<file path="src/design/erc_pkg.sv">
// Purpose: Constants and types for the error record control and status block.
// Assumes: One record; system-register style access with 64-bit data.
// Notes: Control enables come out of reset at zero.
`default_nettype none

package erc_pkg;

  // Register selector carried with each access.
  localparam logic [2:0] SEL_CTRL = 3'h0;
  localparam logic [2:0] SEL_STATUS = 3'h1;
  localparam logic [2:0] SEL_MISC0 = 3'h2;

  // Control field positions.
  localparam int CTL_CRIT = 13;
  localparam int CTL_POSTPONE = 10;
  localparam int CTL_OVF = 8;
  localparam int CTL_FAULT = 3;
  localparam int CTL_RECOV = 2;
  localparam int CTL_LOG = 0;

  // Status field positions.
  localparam int ST_ADDR = 31;
  localparam int ST_VALID = 30;
  localparam int ST_UNFIXED = 29;
  localparam int ST_INBAND = 28;
  localparam int ST_LOST = 27;
  localparam int ST_MISC = 26;
  localparam int ST_CE_HI = 25;
  localparam int ST_CE_LO = 24;
  localparam int ST_POSTPONED = 23;
  localparam int ST_CRIT = 19;

  // Values after reset and field codes.
  localparam logic CTL_RESET = 1'b0;
  localparam logic [1:0] CE_NONE = 2'h0;
  localparam logic [1:0] CE_SEEN = 2'h2;
  localparam logic [1:0] CE_CLEAR = 2'h3;
  localparam logic [5:0] TRAP_CLASS = 6'h18;

  // Error class of a detected error.
  typedef enum logic [2:0] {
    ERR_CORRECTED = 3'b001,
    ERR_DEFERRED = 3'b010,
    ERR_UNFIXED = 3'b100
  } erc_err_type;

  // Outcome of a register access.
  typedef enum logic [2:0] {
    ACC_OK = 3'b001,
    ACC_UNDEF = 3'b010,
    ACC_TRAP = 3'b100
  } erc_acc_type;

endpackage

`default_nettype wire

</file>
<file path="src/design/erc_access_check.sv">
// Purpose: Decides whether a register access goes ahead, is undefined or traps.
// Assumes: Exception level and hypervisor controls are stable with the request.
// Notes: Purely combinational; the top registers its result.
`default_nettype none

module erc_access_check (
  // Privilege context.
  input wire logic [1:0] exc_level,
  input wire logic hyp_enabled,
  input wire logic ras_trap_ctrl,
  // Outcome.
  output var erc_pkg::erc_acc_type outcome
);

  ////////////////////////////////////////////////////////////////////////////

  function automatic erc_pkg::erc_acc_type judge(
    input logic [1:0] lvl,
    input logic hyp,
    input logic trp
  );
    erc_pkg::erc_acc_type r;
    r = erc_pkg::ACC_OK;
    if (lvl == 2'h0)
    begin
      r = erc_pkg::ACC_UNDEF;
    end
    else if (lvl == 2'h1 && hyp && trp)
    begin
      r = erc_pkg::ACC_TRAP;
    end
    return r;
  endfunction

  assign outcome = judge(exc_level, hyp_enabled, ras_trap_ctrl);

endmodule // erc_access_check

`default_nettype wire

</file>
<file path="src/design/erc_record.sv">
// Purpose: Control and primary status of the first error record, with interrupts.
// Assumes: One access per request pulse; error events are one-cycle pulses.
// Notes: Answers come one cycle after the request, from flip-flops.
//
// How it works
// - Critical enable set: critical flag raises the critical interrupt.
// - Deferred-error recovery enable is read-only; writes never change it.
// - Overflow enable set: counter overflow raises the fault interrupt.
// - Fault enable set: any recorded error class raises the fault interrupt.
// - Recovery enable set: uncorrected, non-deferred error raises recovery interrupt.
// - Interrupts still raise when a syndrome is dropped for a higher one.
// - Logging enable clear: no error is recorded or signalled.
// - Control enables have no promised reset value; software programs them.
// - Address-valid and in-band bits read zero and ignore writes.
// - Valid sets on any recorded error; reset zero; write one clears.
// - Uncorrected flag sets on a non-fixed, non-deferred error; write one clears.
// - Lost flag sets on counter overflow or non-corrected error while valid.
// - Direct writes may leave counter and lost flags out of step.
// - Misc flag marks first misc register valid; others read zero.
// - Corrected field reads 00 or 10; writing 11 clears it.
// - Deferred flag sets on a deferred error; write one clears.
// - With valid clear, the class flags carry no meaning.
// - Accesses from the least privileged level are undefined.
// - First level with hypervisor enabled and trap control set traps, class 0x18.
// - Registers alias the record only while record select is zero.
`default_nettype none

module erc_record (
  // Clock and reset.
  input wire logic clk_sys,
  input wire logic arst_n,
  // Register access request.
  input wire logic acc_req,
  input wire logic acc_write,
  input wire logic [2:0] acc_sel,
  input wire logic [63:0] acc_wdata,
  input wire logic [15:0] record_select,
  input wire logic [1:0] exc_level,
  input wire logic hyp_enabled,
  input wire logic ras_trap_ctrl,
  // Register access answer.
  output logic acc_done_q,
  output logic acc_undef_q,
  output logic acc_trap_q,
  output logic [5:0] trap_class_q,
  output logic [63:0] acc_rdata_q,
  // Detected errors.
  input wire logic err_valid,
  input wire erc_pkg::erc_err_type err_kind,
  input wire logic err_critical,
  input wire logic err_misc,
  input wire logic ce_ovf,
  input wire logic [63:0] first_misc_info,
  // Interrupts.
  output logic critical_irq_q,
  output logic fault_irq_q,
  output logic recovery_irq_q
);

  ////////////////////////////////////////////////////////////////////////////
  // Access decode.

  erc_pkg::erc_acc_type outcome;
  logic sel_ok;
  logic acc_go;
  logic wr_ctrl;
  logic wr_status;

  erc_access_check u_check (
    .exc_level(exc_level),
    .hyp_enabled(hyp_enabled),
    .ras_trap_ctrl(ras_trap_ctrl),
    .outcome(outcome)
  );

  assign sel_ok = (record_select == 16'h0000);
  assign acc_go = acc_req && (outcome == erc_pkg::ACC_OK);
  assign wr_ctrl = acc_go && acc_write && sel_ok && (acc_sel == erc_pkg::SEL_CTRL);
  assign wr_status = acc_go && acc_write && sel_ok && (acc_sel == erc_pkg::SEL_STATUS);

  ////////////////////////////////////////////////////////////////////////////
  // Control register.

  logic critical_irq_enable_q;
  logic overflow_irq_enable_q;
  logic fault_irq_enable_q;
  logic recovery_irq_enable_q;
  logic report_log_on_q;
  // Deferred-error interrupt is not built, so its enable is a fixed read-only zero.
  localparam logic postponed_irq_enable = 1'b0;

  // Zero is one legal pick of an unspecified reset value; software sets these.
  always_ff @(posedge clk_sys or negedge arst_n)
  begin
    if (!arst_n)
    begin
      critical_irq_enable_q <= erc_pkg::CTL_RESET;
      overflow_irq_enable_q <= erc_pkg::CTL_RESET;
      fault_irq_enable_q <= erc_pkg::CTL_RESET;
      recovery_irq_enable_q <= erc_pkg::CTL_RESET;
      report_log_on_q <= erc_pkg::CTL_RESET;
    end
    else if (wr_ctrl)
    begin
      critical_irq_enable_q <= acc_wdata[erc_pkg::CTL_CRIT];
      overflow_irq_enable_q <= acc_wdata[erc_pkg::CTL_OVF];
      fault_irq_enable_q <= acc_wdata[erc_pkg::CTL_FAULT];
      recovery_irq_enable_q <= acc_wdata[erc_pkg::CTL_RECOV];
      report_log_on_q <= acc_wdata[erc_pkg::CTL_LOG];
    end
  end

  ////////////////////////////////////////////////////////////////////////////
  // Error events, gated by the logging enable.

  logic ev_any;
  logic ev_fixed;
  logic ev_postponed;
  logic ev_unfixed;
  logic ev_ovf;

  assign ev_any = err_valid && report_log_on_q;
  assign ev_fixed = ev_any && (err_kind == erc_pkg::ERR_CORRECTED);
  assign ev_postponed = ev_any && (err_kind == erc_pkg::ERR_DEFERRED);
  assign ev_unfixed = ev_any && (err_kind == erc_pkg::ERR_UNFIXED);
  assign ev_ovf = ce_ovf && report_log_on_q;

  ////////////////////////////////////////////////////////////////////////////
  // Status flags: write one to clear, and a new event wins over the clear.

  logic valid_q;
  logic unfixed_error_seen_q;
  logic syndrome_lost_q;
  logic misc_regs_ok_q;
  logic [1:0] corrected_q;
  logic postponed_error_seen_q;
  logic critical_seen_q;

  function automatic logic w1c(input logic cur, input logic set, input logic clr);
    return set || (cur && !clr);
  endfunction

  always_ff @(posedge clk_sys or negedge arst_n)
  begin
    if (!arst_n)
    begin
      valid_q <= 1'b0;
      unfixed_error_seen_q <= 1'b0;
      syndrome_lost_q <= 1'b0;
      misc_regs_ok_q <= 1'b0;
      postponed_error_seen_q <= 1'b0;
      critical_seen_q <= 1'b0;
    end
    else
    begin
      valid_q <= w1c(valid_q, ev_any, wr_status && acc_wdata[erc_pkg::ST_VALID]);
      unfixed_error_seen_q <= w1c(unfixed_error_seen_q, ev_unfixed,
                                  wr_status && acc_wdata[erc_pkg::ST_UNFIXED]);
      // Dropped non-corrected syndromes and counter wraps both count as lost.
      // The counter's own overflow flag lives outside, so a direct write here never disturbs it.
      syndrome_lost_q <= w1c(syndrome_lost_q, ev_ovf || (ev_any && !ev_fixed && valid_q),
                             wr_status && acc_wdata[erc_pkg::ST_LOST]);
      misc_regs_ok_q <= w1c(misc_regs_ok_q, ev_any && err_misc,
                            wr_status && acc_wdata[erc_pkg::ST_MISC]);
      postponed_error_seen_q <= w1c(postponed_error_seen_q, ev_postponed,
                                    wr_status && acc_wdata[erc_pkg::ST_POSTPONED]);
      critical_seen_q <= w1c(critical_seen_q, ev_any && err_critical,
                             wr_status && acc_wdata[erc_pkg::ST_CRIT]);
    end
  end

  // Mixed writes to the corrected field leave it unchanged, one legal outcome.
  always_ff @(posedge clk_sys or negedge arst_n)
  begin
    if (!arst_n)
    begin
      corrected_q <= erc_pkg::CE_NONE;
    end
    else if (ev_fixed)
    begin
      corrected_q <= erc_pkg::CE_SEEN;
    end
    else if (wr_status && acc_wdata[erc_pkg::ST_CE_HI:erc_pkg::ST_CE_LO] == erc_pkg::CE_CLEAR)
    begin
      corrected_q <= erc_pkg::CE_NONE;
    end
  end

  ////////////////////////////////////////////////////////////////////////////
  // Interrupt levels.

  // Flags stay set even when a later syndrome is dropped, so the levels still rise.
  always_ff @(posedge clk_sys or negedge arst_n)
  begin
    if (!arst_n)
    begin
      critical_irq_q <= 1'b0;
      fault_irq_q <= 1'b0;
      recovery_irq_q <= 1'b0;
    end
    else
    begin
      critical_irq_q <= critical_irq_enable_q && critical_seen_q;
      fault_irq_q <= (fault_irq_enable_q && valid_q)
                     || (overflow_irq_enable_q && syndrome_lost_q);
      recovery_irq_q <= (recovery_irq_enable_q && unfixed_error_seen_q)
                        || (postponed_irq_enable && postponed_error_seen_q);
    end
  end

  ////////////////////////////////////////////////////////////////////////////
  // Read data and answer.

  logic [63:0] ctrl_word;
  logic [63:0] status_word;
  logic [63:0] rd_word;

  always_comb
  begin
    ctrl_word = 64'h0;
    ctrl_word[erc_pkg::CTL_CRIT] = critical_irq_enable_q;
    ctrl_word[erc_pkg::CTL_POSTPONE] = postponed_irq_enable;
    ctrl_word[erc_pkg::CTL_OVF] = overflow_irq_enable_q;
    ctrl_word[erc_pkg::CTL_FAULT] = fault_irq_enable_q;
    ctrl_word[erc_pkg::CTL_RECOV] = recovery_irq_enable_q;
    ctrl_word[erc_pkg::CTL_LOG] = report_log_on_q;
  end

  // Class flags are shown as held even while valid is clear; any value is allowed.
  always_comb
  begin
    status_word = 64'h0;
    status_word[erc_pkg::ST_ADDR] = 1'b0;
    status_word[erc_pkg::ST_VALID] = valid_q;
    status_word[erc_pkg::ST_UNFIXED] = unfixed_error_seen_q;
    status_word[erc_pkg::ST_INBAND] = 1'b0;
    status_word[erc_pkg::ST_LOST] = syndrome_lost_q;
    status_word[erc_pkg::ST_MISC] = misc_regs_ok_q;
    status_word[erc_pkg::ST_CE_HI:erc_pkg::ST_CE_LO] = corrected_q;
    status_word[erc_pkg::ST_POSTPONED] = postponed_error_seen_q;
    status_word[erc_pkg::ST_CRIT] = critical_seen_q;
  end

  always_comb
  begin
    rd_word = 64'h0;
    if (sel_ok)
    begin
      case (acc_sel)
        erc_pkg::SEL_CTRL: rd_word = ctrl_word;
        erc_pkg::SEL_STATUS: rd_word = status_word;
        erc_pkg::SEL_MISC0: rd_word = first_misc_info;
        default: rd_word = 64'h0;
      endcase
    end
  end

  always_ff @(posedge clk_sys or negedge arst_n)
  begin
    if (!arst_n)
    begin
      acc_done_q <= 1'b0;
      acc_undef_q <= 1'b0;
      acc_trap_q <= 1'b0;
      trap_class_q <= 6'h00;
      acc_rdata_q <= 64'h0;
    end
    else
    begin
      acc_done_q <= acc_req;
      acc_undef_q <= acc_req && (outcome == erc_pkg::ACC_UNDEF);
      acc_trap_q <= acc_req && (outcome == erc_pkg::ACC_TRAP);
      trap_class_q <= (acc_req && outcome == erc_pkg::ACC_TRAP) ? erc_pkg::TRAP_CLASS : 6'h00;
      acc_rdata_q <= (acc_go && !acc_write) ? rd_word : 64'h0;
    end
  end
endmodule // erc_record

`default_nettype wire

</file>
<file path="config.mk">
export PLATFORM = sky130hd
export DESIGN_NAME = erc_record
export DESIGN_NICKNAME = d
export VERILOG_FILES = /design/src/design/erc_pkg.sv /design/src/design/erc_access_check.sv /design/src/design/erc_record.sv
export SDC_FILE = /design/constraint.sdc
export NUM_CORES = 1
export LEC_CHECK = 0
export BUFFER_PORTS_ARGS = -buffer_cell sky130_fd_sc_hd__buf_2
export CELL_PAD_IN_SITES_DETAIL_PLACEMENT = 1
export CELL_PAD_IN_SITES_GLOBAL_PLACEMENT = 1
export CORE_MARGIN = 2
export CORE_UTILIZATION = 26
export CTS_CLUSTER_DIAMETER = 50
export CTS_CLUSTER_SIZE = 20
export DETAILED_ROUTE_END_ITERATION = 12
export GPL_ROUTABILITY_DRIVEN = 0
export PLACE_DENSITY_LB_ADDON = 0.1
export SLEW_MARGIN = 20
export SYNTH_ARGS = -nofsm -noshare
export SYNTH_HDL_FRONTEND = slang
export SYNTH_SLANG_ARGS = --single-unit
</file>
<file path="constraint.sdc">
create_clock -name clk_sys -period 1.1 [get_ports clk_sys]
set_input_delay 0.11 -clock clk_sys [delete_from_list [all_inputs] [get_ports clk_sys]]
set_output_delay 0.11 -clock clk_sys [all_outputs]
set_load 0.005 [all_outputs]
</file>
## Word level (Yosys, flattened, before mapping)

Cells that the tools add are included.

- Flip-flop bits (word level): 88
- ROM bits: 0
- Bits in writable memories: 0
- Bits in latches: 0
- Memories kept: 0
- Output and inout port bits: 76
- Input bits: 162
- Word-level logic and storage cells: 94

- $lt $le $gt $ge: 0
- Reduce and logical (&&, ||, !) cells: 56
- Divide/modulo/power cells: 0
- Eq/ne operators: 10
- Bitwise operators: 0
- Add/subtract/negate cells: 0
- Shifts and indexed selects: 0
- Multiply operators: 0
- Multiplexer cells: 8

Operators with widths:

| cell | number |
|---|---|
| 64-bit one-hot mux with 3 select lines | 1 |
| 64-bit 2-to-1 mux | 2 |
| 1-bit logical AND | 36 |
| 16-bit logical NOT | 1 |
| 3-bit by 1-bit equality test with 1-bit output, second input constant | 3 |
| 3-bit by 2-bit equality test with 1-bit output, second input constant | 3 |
| 1-bit logical NOT | 8 |
| 1-bit logical OR | 8 |
| 3-bit equality test, second input constant | 2 |
| 3-bit 2-to-1 mux | 2 |
| 5-bit 2-to-1 mux | 1 |
| 2-bit 2-to-1 mux | 2 |
| 3-bit logical NOT | 1 |
| 2-bit by 1-bit equality test with 1-bit output, second input constant | 1 |
| 2-bit equality test, second input constant | 1 |
| 2-bit logical NOT | 1 |
| 2-bit nonzero test | 1 |

## Longest topological paths before layout

- Depth after elaboration: 14
- Gate-level depth with buffers: 6
- Mapped depth without buffers: 4

## By module

Synthesis repeated with hierarchy kept, for this count alone.

- Cell total of the unflattened synthesis: 239
- Area total of the unflattened synthesis: 3105.5 µm²

By module, submodules not included:

| module | area an instance (µm²) | times used | seq. area each (µm²) | cells an instance |
|---|---|---|---|---|
| erc_record | 3078.0 | 1 | 2052.0 | 235 |
| erc_access_check | 27.5 | 1 | 0.0 | 4 |

## Worst setup path before layout

No wires, ideal clock.

- Kind: in2reg
- Start point: input record_select[1]
- End point: register critical_irq_enable_q
- Setup time: 0.125 ns
- Path slack: -0.744 ns
- Required time: 0.975 ns
- Data arrival time: 1.719 ns
- Stages: 4
- Buffers on the path: 0
- Path through: or4_4 > or4b_4 > nor3_4 > mux2_2

- Longest elaborated chain between the ends: 3

RTL lines:

| what | RTL line | source |
|---|---|---|
| start, declared | erc_record.sv:37 | `input wire logic [15:0] record_select,` |
| 16-bit logical NOT | erc_record.sv:76 | `assign sel_ok = (record_select == 16'h0000);` |
| 1-bit logical AND (2 in a row) | erc_record.sv:78 | `assign wr_ctrl = acc_go && acc_write && sel_ok && (acc_sel == erc_pkg::SEL_CTRL);` |
| end signal, assigned | erc_record.sv:97 | `critical_irq_enable_q <= erc_pkg::CTL_RESET;` |
| end signal, assigned | erc_record.sv:105 | `critical_irq_enable_q <= acc_wdata[erc_pkg::CTL_CRIT];` |
| end, declared | erc_record.sv:84 | `logic critical_irq_enable_q;` |

No other way between the ends.
A chain may end at the register's enable or synchronous reset.

## Worst setup path after layout

- Start point: input record_select[1]
- End point: register overflow_irq_enable_q

- Longest elaborated chain between the ends: 3

RTL lines:

| what | RTL line | source |
|---|---|---|
| 16-bit logical NOT | erc_record.sv:76 |  |
| 1-bit logical AND (2 in a row) | erc_record.sv:78 |  |
| end signal, assigned | erc_record.sv:98 | `overflow_irq_enable_q <= erc_pkg::CTL_RESET;` |
| end signal, assigned | erc_record.sv:106 | `overflow_irq_enable_q <= acc_wdata[erc_pkg::CTL_OVF];` |
| end, declared | erc_record.sv:85 | `logic overflow_irq_enable_q;` |

No other way between the ends.

==> summary.txt <==
Outcome
  • Status: finished, violations left
  • Failing checks: negative setup slack

Global routing
  • Number of global-route vias before repair: 3,214
  • Overflow after GRT: 0
  • Largest net degree at the start of global routing: between 80 and 90
  • First-pass GRT wire length: 16,700 um
  • Gr usage total: 0.175
  • Initial antenna violation count: 0

Worst setup path
  • CP Data Arrival Time: 1.87 ns
  • CP max stage delay: 0.54 ns
  • Crit-path cells: buf_6 > or4_4 > or4b_4 > nor3_4 > buf_6 > mux2_4
  • Crit path max-delay family: simple AND/OR/NAND/NOR gates
  • Worst path depth: 6
  • Critical R2R Capture: syndrome_lost_q
  • WS Path Type: in -> reg
  • CP max FO: 3
  • Critical path buffers and inverters: 2
  • Worst Reg2Reg Path Length in Cells: 4
  • R2r setup slk: -0.04 ns
  • Required @ worst endpoint: 1.32 ns
  • CP most frequent cell: buf_6
  • Reg-to-Reg Start: report_log_on_q
  • CP max-delay cell: or4_4
  • Crit end category: register
  • Crit path to: overflow_irq_enable_q
  • Critical Path Start Type: input pin
  • CP startpoint: record_select[1]

Timing
  • Final Hold Slack: approximately 0.015 ns
  • Final period util: 1.49
  • # setup viols final: 76
  • Tightest Pin Transition: about 0.64 ns
  • Fin. max-slew vios: 0
  • Final Hold Fails: 0
  • FMAX: between 600 and 700 MHz
  • Slew HR: 0.572
  • Skew final: slightly below 0.005 ns
  • Fin worst setup slack: -0.541 ns
  • Final min period: 1.64 ns
  • RSZ-0062 raised after global routing: true

Routing
  • Met2 wire length: 5490 um
  • First-pass detailed-route iteration total: 3
  • Top routing layer in use: met4
  • Met3 Routed Length: around 640 um
  • Routed via count: 2,798
  • Met1 Wirelength: about 4300 um
  • Routed Antenna Nets: 0
  • DR iter-0 viols: 85
  • DRC Markers: 0
  • Post-Route WL: around 11,000 um
  • Via density: 4.28
  • Drt wl/cell: 16.3 um

Floorplan
  • # rows: 39
  • Die Span Y: 113 um
  • Num ports: around 240
  • Core Box Area: roughly 11,000 um2
  • Initial core utilization: 0.268
  • Die area: 12,700 um2
  • Chip Width: 113 um

Logic synthesis
  • Yosys cell types: 36
  • Post-synth top area cell: dfrtp_1
  • Syn_area_per_cell: around 13 um2
  • Synth warn: 0
  • Post-synth top area share: 0.669
  • Register area share after synthesis: 0.669
  • Largest family of logic cells by synthesized area: simple AND/OR/NAND/NOR gates
  • Mapped Cells: 229
  • Most frequent cells after synthesis: dfrtp_1 (82), and2_1 (55), clkbuf_1 (8), nor2_1 (8), a22oi_1 (7)
  • Seq cells post-synth: between 80 and 90
  • Post-synth EDFFs: 0
  • Post-synthesis adder-cell area fraction: 0
  • Post-Synth Simple-Gate Area: 0.201
  • Most common cell in the netlist: dfrtp_1
  • FFs w/ async S/R, synth: 1.00
  • Post-Syn Area: around 3100 um2
  • Synth area leaders: dfrtp_1 (67%), and2_1 (11%), mux2_2 (1.8%)
  • Synth Area in XOR/XNOR: 0
  • Compound-Gate Fraction of Synth Area: 0.0604
  • Most common flop cell mapped by yosys: dfrtp_1
  • Post-synthesis mux area share: 0.0347

Job
  • Max-Cap Viols: 0

Placement
  • Placed cell count: ~570
  • DP Wirelength: roughly 6500 um
  • Buffers on Ports: ~180

Pwr
  • Logic pwr share: 0.087
  • Total power: approximately 7 mW
  • Psw: around 1.5 mW
  • Seq pwr share: 0.435
  • Power Internal: roughly 5.4 mW
  • Sw Ratio: 0.217
  • Peak VDD IR: 1.33 mV
  • Clk pwr share: 0.478
  • Lkg Pwr: 3.03 nW
  • PD cells: between 1000 and 1500 nW/um2

Clock network
  • CTS Root Cell: clkbuf_16
  • Worst-Skew Late Latency: approximately 0.34 ns
  • Clk sinks: 82
  • CTS tree: built
  • Num CTS Buffers: 9
  • Max Buffers Root-to-Sink: 2
  • H-tree depth: 3
  • Clk slew on worst S/H paths: 0.06 ns

Layout
  • P&R area growth vs syn: 83.8%
  • Final non-filler cell total: ~650
  • Nets@finish: roughly 670
  • # diodes: 0
  • Layout cells sized above 1: 0.550

Hold path
  • Hold Path Class: in -> reg
power by group through the flow:
| stage | registers [mW] | clock network, mW | logic, mW |
|---|---|---|---|
| after floorplan | 3.08 | 0 | 0.0905 |
| after global placement | 3.08 | 0 | 0.408 |
| after detailed placement | 3.08 | 0 | 0.410 |
| after CTS | 3.02 | 3.43 | 0.583 |
| after global routing | 3.02 | 3.57 | 0.671 |
| final | 3.02 | 3.32 | 0.605 |
per-layer routing:
metal  GRT usage  vias to the layer above
met2       0.304                      104
met1       0.206                     1367
li1            -                     1310
met5           0                        -
met4      0.0764                        0
met3      0.0416                       17
worst min path at each step:
stage                   from         endpoint  slack, ns  cells after the start
2_1_floorplan         arst_n       acc_done_q      -0.19                      0
6_report       ras_trap_ctrl  trap_class_q[3]       0.02                      3
4_1_cts        ras_trap_ctrl  trap_class_q[3]     0.0007                      3
3_3_place_gp          arst_n  acc_rdata_q[21]       0.18                      2
5_1_grt        ras_trap_ctrl  trap_class_q[3]       0.02                      3
3_5_place_dp          arst_n  acc_rdata_q[21]       0.18                      2
cell usage in the layout, fill, tap and decap left out, types with 7 or more instances in the layout:
| master | Yosys | routed |
|---|---|---|
| clkbuf_16 | 0 | 9 |
| and2_1 | 55 | 40 |
| buf_6 | 0 | 7 |
| dfrtp_1 | 82 | 82 |
| buf_2 | 3 | 178 |
| a22oi_1 | 7 | 7 |
| and2_4 | 0 | 15 |
| buf_4 | 6 | 26 |
| dlygate4sd3_1 | 0 | 59 |
final cells by class:
| cell class | count | area, um2 |
|---|---|---|
| Fill cell | 1258 | 5830 |
| Multi-Input combinational cell | 129 | 1090 |
| Clock buffer | 10 | 239 |
| Inverter | 4 | 15.0 |
| Sequential cell | 82 | 2050 |
| Timing Repair Buffer | 280 | 1970 |
| Clock inverter | 6 | 87.6 |
| Tap cell | 143 | 179 |
worst register-to-register path, cell delays in order, from the launching register on:
cell and delay (ns):
dfrtp_1 0.41, and2_1 0.16, a32oi_1 0.24, nand2_1 0.08, a2bb2oi_1 0.14
state kept, by name, summed over array words and instances (netlist names):
signal / count
critical_irq_enable_q: 1
syndrome_lost_q: 1
recovery_irq_q: 1
acc_done_q: 1
recovery_irq_enable_q: 1
overflow_irq_enable_q: 1
fault_irq_enable_q: 1
unfixed_error_seen_q: 1
acc_rdata_q: 64
report_log_on_q: 1
trap_class_q: 1
fault_irq_q: 1
postponed_error_seen_q: 1
acc_undef_q: 1
corrected_q: 1
critical_irq_q: 1
misc_regs_ok_q: 1
critical_seen_q: 1
valid_q: 1
cells by family (layout without fill, tap and decap cells):
family / Yosys count / after routing
AOI/OAI and AO/OA: 21 / 21
other: 1 / 4
muxes: 10 / 10
DFF: 82 / 82
buffers and inverters: 21 / 300
and+or+nand+nor: 94 / 94
metrics by stage:
| stage | TNS, ns | util | setup WS, ns | instance area, um2 |
|---|---|---|---|---|
| floorplan | -36.89 | - | -0.743 | 3090 |
| global placement | -53.69 | 0.376 | -0.934 | 4310 |
| detailed placement | -56.39 | 0.376 | -0.977 | 4310 |
| CTS | -33.73 | 0.485 | -0.562 | 5560 |
| global route | -40.99 | 0.492 | -0.638 | 5640 |
| finish | -34.64 | 0.492 | -0.541 | 5640 |
what timing repair did:
item,in CTS,in global routing
endpoints found under the hold margin,140,0
pin swaps,4,15
gates resized for setup,21,46
cloned,6,0
hold buffers,59,0
setup endpoints to repair,76,76
setup buffers,10,2
No activity file was read; power rests on OpenSTA's default activity.
